File: src/sync_ctrl_pkg.sv
// constants shared by the break/sync control block
package sync_ctrl_pkg;
    localparam int TIMER_W = 16;
    localparam int BIT_ERR_DIS = 10;
    localparam int BIT_TEST_MODE = 9;
    localparam int BIT_GATE = 8;
    localparam int STA_BREAK = 0;
    localparam int STA_COMPARE = 3;
    localparam logic [2:0] CTRL_RESET = 3'h0;
    localparam logic [1:0] MODE_UART = 2'h0;
    localparam logic [1:0] MODE_PW_READ = 2'h1;
    localparam logic [1:0] MODE_PW_WRITE = 2'h2;
    localparam int SYNC_RISES = 5;
    typedef enum {HUNT_BREAK, HUNT_SYNC, PASS} gate_t;
endpackage

File: src/break_timer.sv
// break timer: counts bus-low time, flags compare match and overflow
`timescale 1ns/100ps
`default_nettype none
module break_timer import sync_ctrl_pkg::*; #(
    parameter int W = TIMER_W
) (
    input wire logic mclk, // clock
    input wire logic nrst, // sync reset, low
    input wire logic fallEdge, // bus fell
    input wire logic riseEdge, // bus rose
    input wire logic [W-1:0] cmpVal, // compare value
    output logic [W-1:0] count, // running count
    output logic running, // timer active
    output logic cmpHit, // one-cycle match pulse
    output logic ovfHit // one-cycle overflow pulse
);
    logic [W-1:0] cnt_q, cnt_d;
    logic run_q, run_d, cmp_q, cmp_d, ovf_q, ovf_d;

    always_comb begin
        cnt_d = cnt_q;
        run_d = run_q;
        cmp_d = 1'b0;
        ovf_d = 1'b0;
        if (fallEdge) begin
            cnt_d = '0;
            run_d = 1'b1;
        end else if (riseEdge) begin
            run_d = 1'b0;
        end else if (run_q) begin
            cnt_d = cnt_q + 1'b1;
            cmp_d = (cnt_d == cmpVal);
            ovf_d = (cnt_q == '1);
            if (cnt_q == '1) run_d = 1'b0;
        end
    end

    always_ff @(posedge mclk) begin
        if (!nrst) begin
            cnt_q <= '0;
            run_q <= 1'b0;
            cmp_q <= 1'b0;
            ovf_q <= 1'b0;
        end else begin
            cnt_q <= cnt_d;
            run_q <= run_d;
            cmp_q <= cmp_d;
            ovf_q <= ovf_d;
        end
    end

    assign count = cnt_q;
    assign running = run_q;
    assign cmpHit = cmp_q;
    assign ovfHit = ovf_q;
endmodule
`default_nettype wire

File: src/lin_sync_ctrl.sv
// LIN hardware sync control: test routing, receive gating, break interrupts
`timescale 1ns/100ps
`default_nettype none
module lin_sync_ctrl import sync_ctrl_pkg::*; #(
    parameter int W = TIMER_W
) (
    input wire logic mclk, // 250 MHz clock
    input wire logic nrst, // sync reset, low
    input wire logic errIntDis, // control bit 10
    input wire logic testMode, // control bit 9
    input wire logic gateRx, // control bit 8
    input wire logic ctrlWe, // load the three bits
    input wire logic [1:0] linMode, // uart, pulse read, pulse write
    input wire logic [W-1:0] cmpVal, // break timer compare value
    input wire logic cmpIntEn, // compare interrupt enable
    input wire logic staClr, // clear status flags
    input wire logic uartTx, // UART transmit
    input wire logic gpioTx, // general pin toward transceiver tx
    input wire logic xcvrRx, // transceiver receive
    output logic xcvrTx, // transceiver transmit
    output logic uartRx, // gated UART receive
    output logic gpioRx, // general pin from transceiver rx
    output logic [2:0] ctrlBits, // bits 10..8 readback
    output logic [W-1:0] breakTimerValue, // timer readback
    output logic [3:0] syncStatusReg, // sticky status flags
    output logic breakIrq, // interrupt request
    output logic errIrq // break timer error interrupt
);
    logic [2:0] ctrl_q, ctrl_d;
    logic rx_q, rx_d;
    logic xtx_q, xtx_d, urx_q, urx_d, grx_q, grx_d;
    logic [3:0] sta_q, sta_d;
    logic irq_q, irq_d, err_q, err_d;
    logic [W-1:0] tval_q;
    logic [2:0] rises_q, rises_d;
    gate_t gst_q, gst_d;
    logic fallEdge, riseEdge, running, cmpHit, ovfHit;
    logic [W-1:0] count;
    logic busIn;

    // in every mode the bus is seen through the transceiver alone
    assign busIn = xcvrRx;
    assign fallEdge = rx_q & ~busIn;
    assign riseEdge = ~rx_q & busIn;

    break_timer #(.W(W)) u_timer (
        .mclk(mclk),
        .nrst(nrst),
        .fallEdge(fallEdge),
        .riseEdge(riseEdge),
        .cmpVal(cmpVal),
        .count(count),
        .running(running),
        .cmpHit(cmpHit),
        .ovfHit(ovfHit)
    );

    // control bits
    always_comb begin
        ctrl_d = ctrl_q;
        if (ctrlWe) ctrl_d = {errIntDis, testMode, gateRx};
    end

    // break then sync detector for receive gating
    always_comb begin
        gst_d = gst_q;
        rises_d = rises_q;
        case (gst_q)
            HUNT_BREAK: begin
                if (ovfHit || (riseEdge && count != '0)) begin
                    gst_d = HUNT_SYNC;
                    rises_d = '0;
                end
            end
            HUNT_SYNC: begin
                // sync byte 0x55 gives five rising edges incl. stop
                if (riseEdge) begin
                    rises_d = rises_q + 1'b1;
                    if (rises_q + 1'b1 == 3'(SYNC_RISES)) gst_d = PASS;
                end
            end
            PASS: begin
                if (ovfHit) gst_d = HUNT_SYNC;
            end
            default: gst_d = HUNT_BREAK;
        endcase
        if (linMode != MODE_UART) gst_d = HUNT_BREAK;
    end

    // pin routing and status
    always_comb begin
        rx_d = busIn;
        sta_d = staClr ? 4'h0 : sta_q;
        irq_d = 1'b0;
        err_d = 1'b0;
        if (ctrl_q[1]) begin
            xtx_d = gpioTx;
            grx_d = xcvrRx;
            urx_d = 1'b1;
        end else begin
            xtx_d = uartTx;
            grx_d = 1'b1;
            // gate only while hunting with bit 8 set; bit 8 clear passes at once
            if (linMode == MODE_UART && ctrl_q[0] && gst_q != PASS)
                urx_d = 1'b1;
            else
                urx_d = busIn;
        end
        // set wins over clear
        if (riseEdge && linMode != MODE_UART && ctrl_q[0]) begin
            sta_d[STA_BREAK] = 1'b1;
            irq_d = 1'b1;
        end
        // write mode with bit 8 clear: nothing above fires
        if (cmpHit && cmpIntEn) begin
            sta_d[STA_COMPARE] = 1'b1;
            irq_d = 1'b1;
        end
        if (ovfHit) begin
            irq_d = 1'b1;
            err_d = ~ctrl_q[2];
        end
    end

    always_ff @(posedge mclk) begin
        if (!nrst) begin
            ctrl_q <= CTRL_RESET;
            rx_q <= 1'b1;
            xtx_q <= 1'b1;
            urx_q <= 1'b1;
            grx_q <= 1'b1;
            sta_q <= 4'h0;
            irq_q <= 1'b0;
            err_q <= 1'b0;
            tval_q <= '0;
            rises_q <= 3'h0;
            gst_q <= HUNT_BREAK;
        end else begin
            ctrl_q <= ctrl_d;
            rx_q <= rx_d;
            xtx_q <= xtx_d;
            urx_q <= urx_d;
            grx_q <= grx_d;
            sta_q <= sta_d;
            irq_q <= irq_d;
            err_q <= err_d;
            tval_q <= count;
            rises_q <= rises_d;
            gst_q <= gst_d;
        end
    end

    assign xcvrTx = xtx_q;
    assign uartRx = urx_q;
    assign gpioRx = grx_q;
    assign ctrlBits = ctrl_q;
    assign breakTimerValue = tval_q;
    assign syncStatusReg = sta_q;
    assign breakIrq = irq_q;
    assign errIrq = err_q;

    chk_err_masked: assert property (@(posedge mclk) disable iff (!nrst)
        ctrl_q[2] |=> !errIrq) else $error("error irq while masked");
    chk_err_raised: assert property (@(posedge mclk) disable iff (!nrst)
        (ovfHit && !ctrl_q[2]) |=> errIrq) else $error("error irq missing");
    chk_test_route: assert property (@(posedge mclk) disable iff (!nrst)
        ctrl_q[1] |=> xcvrTx == $past(gpioTx)) else $error("test route");
    chk_normal_route: assert property (@(posedge mclk) disable iff (!nrst)
        !ctrl_q[1] |=> xcvrTx == $past(uartTx)) else $error("uart route");
    chk_rx_gated: assert property (@(posedge mclk) disable iff (!nrst)
        (!ctrl_q[1] && ctrl_q[0] && linMode == MODE_UART && gst_q != PASS)
        |=> uartRx) else $error("rx not gated");
    chk_rise_flag: assert property (@(posedge mclk) disable iff (!nrst)
        (riseEdge && linMode == MODE_PW_READ && ctrl_q[0])
        |=> syncStatusReg[STA_BREAK] && breakIrq) else $error("no break flag");
    chk_no_write_irq: assert property (@(posedge mclk) disable iff (!nrst)
        (linMode == MODE_PW_WRITE && !ctrl_q[0] && !cmpHit && !ovfHit)
        |=> !breakIrq) else $error("write mode irq");
    chk_timer_halt: assert property (@(posedge mclk) disable iff (!nrst)
        (riseEdge && !fallEdge) |=> !running ##1 $stable(count))
        else $error("timer kept running");
    chk_reset_bits: assert property (@(posedge mclk)
        !nrst |=> ctrlBits == 3'h0) else $error("ctrl not reset");
endmodule
`default_nettype wire

File: config.mk
export PLATFORM = sky130hd
export DESIGN_NAME = lin_sync_ctrl
export DESIGN_NICKNAME = d
export VERILOG_FILES = /design/src/sync_ctrl_pkg.sv /design/src/break_timer.sv /design/src/lin_sync_ctrl.sv
export SDC_FILE = /design/constraint.sdc
export NUM_CORES = 1
export LEC_CHECK = 0
export BUFFER_PORTS_ARGS = -buffer_cell sky130_fd_sc_hd__buf_2
export CAP_MARGIN = 10
export CORE_MARGIN = 2
export CORE_UTILIZATION = 56
export CTS_BUF_LIST = sky130_fd_sc_hd__clkbuf_8
export DETAILED_ROUTE_END_ITERATION = 16
export PLACE_DENSITY = 0.82
export SLEW_MARGIN = 20
export SYNTH_ARGS = -nofsm -noshare
export SYNTH_HDL_FRONTEND = slang
export SYNTH_HIERARCHICAL = 1
export SYNTH_SLANG_ARGS = --single-unit
export TNS_END_PERCENT = 5
File: constraint.sdc
create_clock -name mclk -period 2.97 [get_ports mclk]
set_input_delay 0.594 -clock mclk [delete_from_list [all_inputs] [get_ports mclk]]
set_output_delay 0.594 -clock mclk [all_outputs]
set_load 0.03 [all_outputs]
==> flow_metrics.py <==
metrics = {
    "yosys": {
        "synth_simple_gate_area_share_pct": 30.7,
        "ys.flop_type": "dfxtp_1",
        "synth_xor_area_share_pct": 10.8,
        "syn_area_sq_um": 2590,
        "synthArstFlopShare_pct": 0,
        "total_number_of_yosys_warnings": 6,
        "synth.area.mux_share_pct": 2.36,
        "synth_top_cell_area_share_pct": 39.3,
        "synth_top_area_cell": "dfxtp_1",
        "synth_top_family_by_area": "simple AND/OR/NAND/NOR gates",
        "main_area_contributors_after_synthesis": "dfxtp_1 (39%), xnor2_1 (6.8%), and2_1 (4.3%)",
        "syn_area_per_cell_sq_um": 8.86,
        "yosysUniqueCellTypes": 57,
        "synth_enable_flop_cells": 0,
        "synthAdderAreaFrac_pct": 1.45,
        "synth.ff_latch_count": 51,
        "synthesized_area_fraction_occupied_by_ao_oa_aoi_and_oai_cells_pct": 10.5,
        "netlist_instances": 293,
        "portion_of_the_post_synthesis_area_used_by_sequential_elements_pct": 39.3,
    },
    "cts": {
        "cts_tree": "done",
        "clock_tree.root_cell": "clkbuf_8",
        "cts-buffers-inserted": 5,
        "ctsHoldBuffers": 0,
        "max_root_sink_buffers": 2,
        "cts.sink_count": 51,
        "clk_pin_slew_worst_paths_ns": 0.10,
        "cts_post_setup_buffers_inserted": 0,
        "cts-htree-levels": 2,
        "clock_latency_late_sink_ns": 0.31,
        "postCtsResizedCells": 0,
    },
    "global_route": {
        "maximum_number_of_pins_on_one_net_before_global_route_repair": 37,
        "gr-usage-all-layers_pct": 22.4,
        "vias_in_the_first_global_route": 1986,
        "grt_antenna_before_repair": 0,
        "grt_first_pass_wirelength_um": 9240,
        "overflow": 0,
    },
    "die": {
        "fp.dieArea_sq_um": 5190,
        "fp.dieW_um": 72.1,
        "floorplan.initialDensity_pct": 58.8,
        "boundaryPins": 57,
        "fp.dieH_um": 72.1,
        "core.rowCount": 24,
        "fp.coreArea_sq_um": 4410,
    },
    "hold_path": {
        "worstHoldPathType": "reg -> reg",
    },
    "power": {
        "part_of_the_power_in_registers_pct": 56.4,
        "share_clk_of_total_power_pct": 34.1,
        "total_switching_power_w": 0.000324,
        "p_per_area_nw_per_um2": 420,
        "report.power.total_w": 0.00124,
        "switching_share_pct": 26.1,
        "p_comb_share_pct": 9.5,
        "leak_pwr_nw": 1.18,
        "vdd_drop_max_mv": 0.244,
        "p_int_w": 0.000916,
    },
    "layout": {
        "finalInstanceArea_sq_um": 2950,
        "final_layout_size_suffix_gt1_share_pct": 21.7,
        "design.final.nets": 372,
        "syn2layout_area_growth_pct": 13.8,
        "n_fill_cell": 377,
        "n_antenna_cell": 0,
    },
    "worst_setup_path": {
        "timing_worst_setup_path_type": "reg -> reg",
        "cp_arrival_ns": 2.31,
        "start_kind": "flip-flop",
        "reg2reg_setup_slack_ns": 0.89,
        "critPathMaxFanout": 8,
        "worst_setup_path_end_kind": "flip-flop",
        "critical_path_required_ns": 3.20,
    },
    "sta": {
        "max_clock_freq_ghz": 0.480,
        "fin_crit_ns": 2.08,
        "rsz_0062_raised_after_global_routing": "no",
        "final.setup_skew_ns": 0.00697,
        "setup-violations-final": 0,
        "report.final.slew_viol_count": 0,
        "fin_tns_setup_ns": 0,
        "finalCritPeriodShare_pct": 70.1,
        "hold_slack_ns": 0.442,
        "final-hold-violation-count": 0,
    },
    "place": {
        "instance_area_after_placement_sq_um": 2860,
        "place_hpwl_um": 4110,
        "place.port_buffers": 54,
        "globalplace.congestion": 0.952,
    },
    "drt": {
        "drtIter0Drc": 168,
        "number_of_antenna_violating_nets_in_the_routed_design": 0,
        "route.detailed.wl_per_inst_um": 14.4,
        "vias_per_cell": 5.69,
        "route.vias.total": 2238,
        "wl_um": 5660,
        "detailed_router_iteration_count_before_antenna_repair": 5,
        "drc": 0,
    },
    "run": {
        "max_cap_viol_count": 0,
    },
    "run_status": {
        "result_of_the_run": "completed",
    },
}
==> worst max-delay path: stages, from the launching register on <==
cell and delay [ns]:
dfxtp_1 0.49, ha_1 0.31, xor2_1 0.19, or4_4 0.42, nor3_2 0.17, o2111ai_1 0.15
nor4_2 0.27
==> layer usage <==
metal	vias up	GRT usage, %	routed length, um
met5	-	0	0
met4	0	8.60	87
met3	10	4.58	346
met2	90	35.7	2720
met1	1024	29.9	2510
li1	1114	-	-
==> layout by cell type, fill, tap and decap left out, types with 2 or more instances in the layout <==
master     Yosys  final
o21a_1         2      2
a211oi_1       3      3
nand4_1        9      9
o21ai_0        7      7
inv_1          6      6
nand2_1       20     20
clkinv_4       0      2
nor2b_1        9      9
dfxtp_1       51     51
a21oi_1        8      8
xnor2_1       20     20
ha_1           3      3
or3_1          5      5
nor2_1        25     25
nand3_1        7      7
conb_1         1      2
clkbuf_8       0      5
nor3_1         8      8
buf_4          3      3
and3_1         5      5
nor4_1         6      6
o22ai_1        2      2
nand3b_1       3      3
nor4b_1        2      2
nand2b_1       5      5
mux2i_1        5      5
a31oi_1        3      3
and2_1        18     18
o2111ai_1      2      2
and4b_1        2      2
o31ai_1        2      2
buf_2          6     54
xor2_1        12     12
==> synthesized netlist by cell type (all sizes together) (3+ instances only) <==
| library cell | n |
|---|---|
| dfxtp | 51 |
| nor2 | 25 |
| nand2 | 20 |
| xnor2 | 20 |
| and2 | 18 |
| xor2 | 12 |
| buf | 11 |
| nor2b | 10 |
| nand4 | 9 |
| nor3 | 9 |
| a21oi | 8 |
| nand3 | 8 |
| clkbuf | 7 |
| nor4 | 7 |
| o21ai | 7 |
| inv | 6 |
| nand2b | 6 |
| and3 | 5 |
| mux2i | 5 |
| or3 | 5 |
| a211oi | 3 |
| a31oi | 3 |
| ha | 3 |
| nand3b | 3 |
| nor3b | 3 |
==> registers in the layout (all words and copies together), names as in the netlist <==
name	flops
breakIrq	1
rx_q	1
u_timer/cmpHit	1
uartRx	1
u_timer/ovfHit	1
rises_q	3
ctrlBits	3
gpioRx	1
errIrq	1
breakTimerValue	16
gst_q	2
u_timer/running	1
u_timer/count	16
xcvrTx	1
syncStatusReg	2
==> metrics by stage <==
stage	util [%]	setup slack, ns	cells
floorplan	-	0.732	294
global placement	64.7	0.625	385
detailed placement	64.7	0.575	385
CTS	66.9	0.897	393
global route	66.9	0.810	393
finish	66.9	0.888	393
==> power by group through the flow <==
stage	Sequential, W	Clock, W	Combinational [W]
finish	0.000699	0.000423	0.000118
global route	0.000700	0.000459	0.000129
CTS	0.000699	0.000434	0.000118
detailed placement	0.000715	0	0.000118
global placement	0.000714	0	0.000116
floorplan	0.000724	0	0.0000668
==> path summary, 6_finish.rpt <==
check,cells past startpoint,to,from
max,6,u_timer/cmpHit,u_timer/count[0]
min,1,errIrq,ctrlBits[2]
max reg2reg,6,u_timer/cmpHit,u_timer/count[0]
min reg2reg,1,errIrq,ctrlBits[2]
==> final cells by class <==
class | count | area [sq um] | share of cell area (%)
timing repair buffer | 57 | 293 | 9.92
clock buffer | 5 | 68.8 | 2.33
clock inverter | 3 | 28.8 | 0.975
inverter | 6 | 22.5 | 0.763
multi-input combinational | 219 | 1450 | 49.2
sequential | 51 | 1020 | 34.6
tap | 52 | 65.1 | 2.20
==> kinds of logic after synthesis <==
family	after synthesis
other cells	1
compound gates	40
flops	51
mux	6
buf+inv	24
fa+ha+maj	3
xor+xnor	32
simple gates	136
Power figures use the tool's default switching activity.
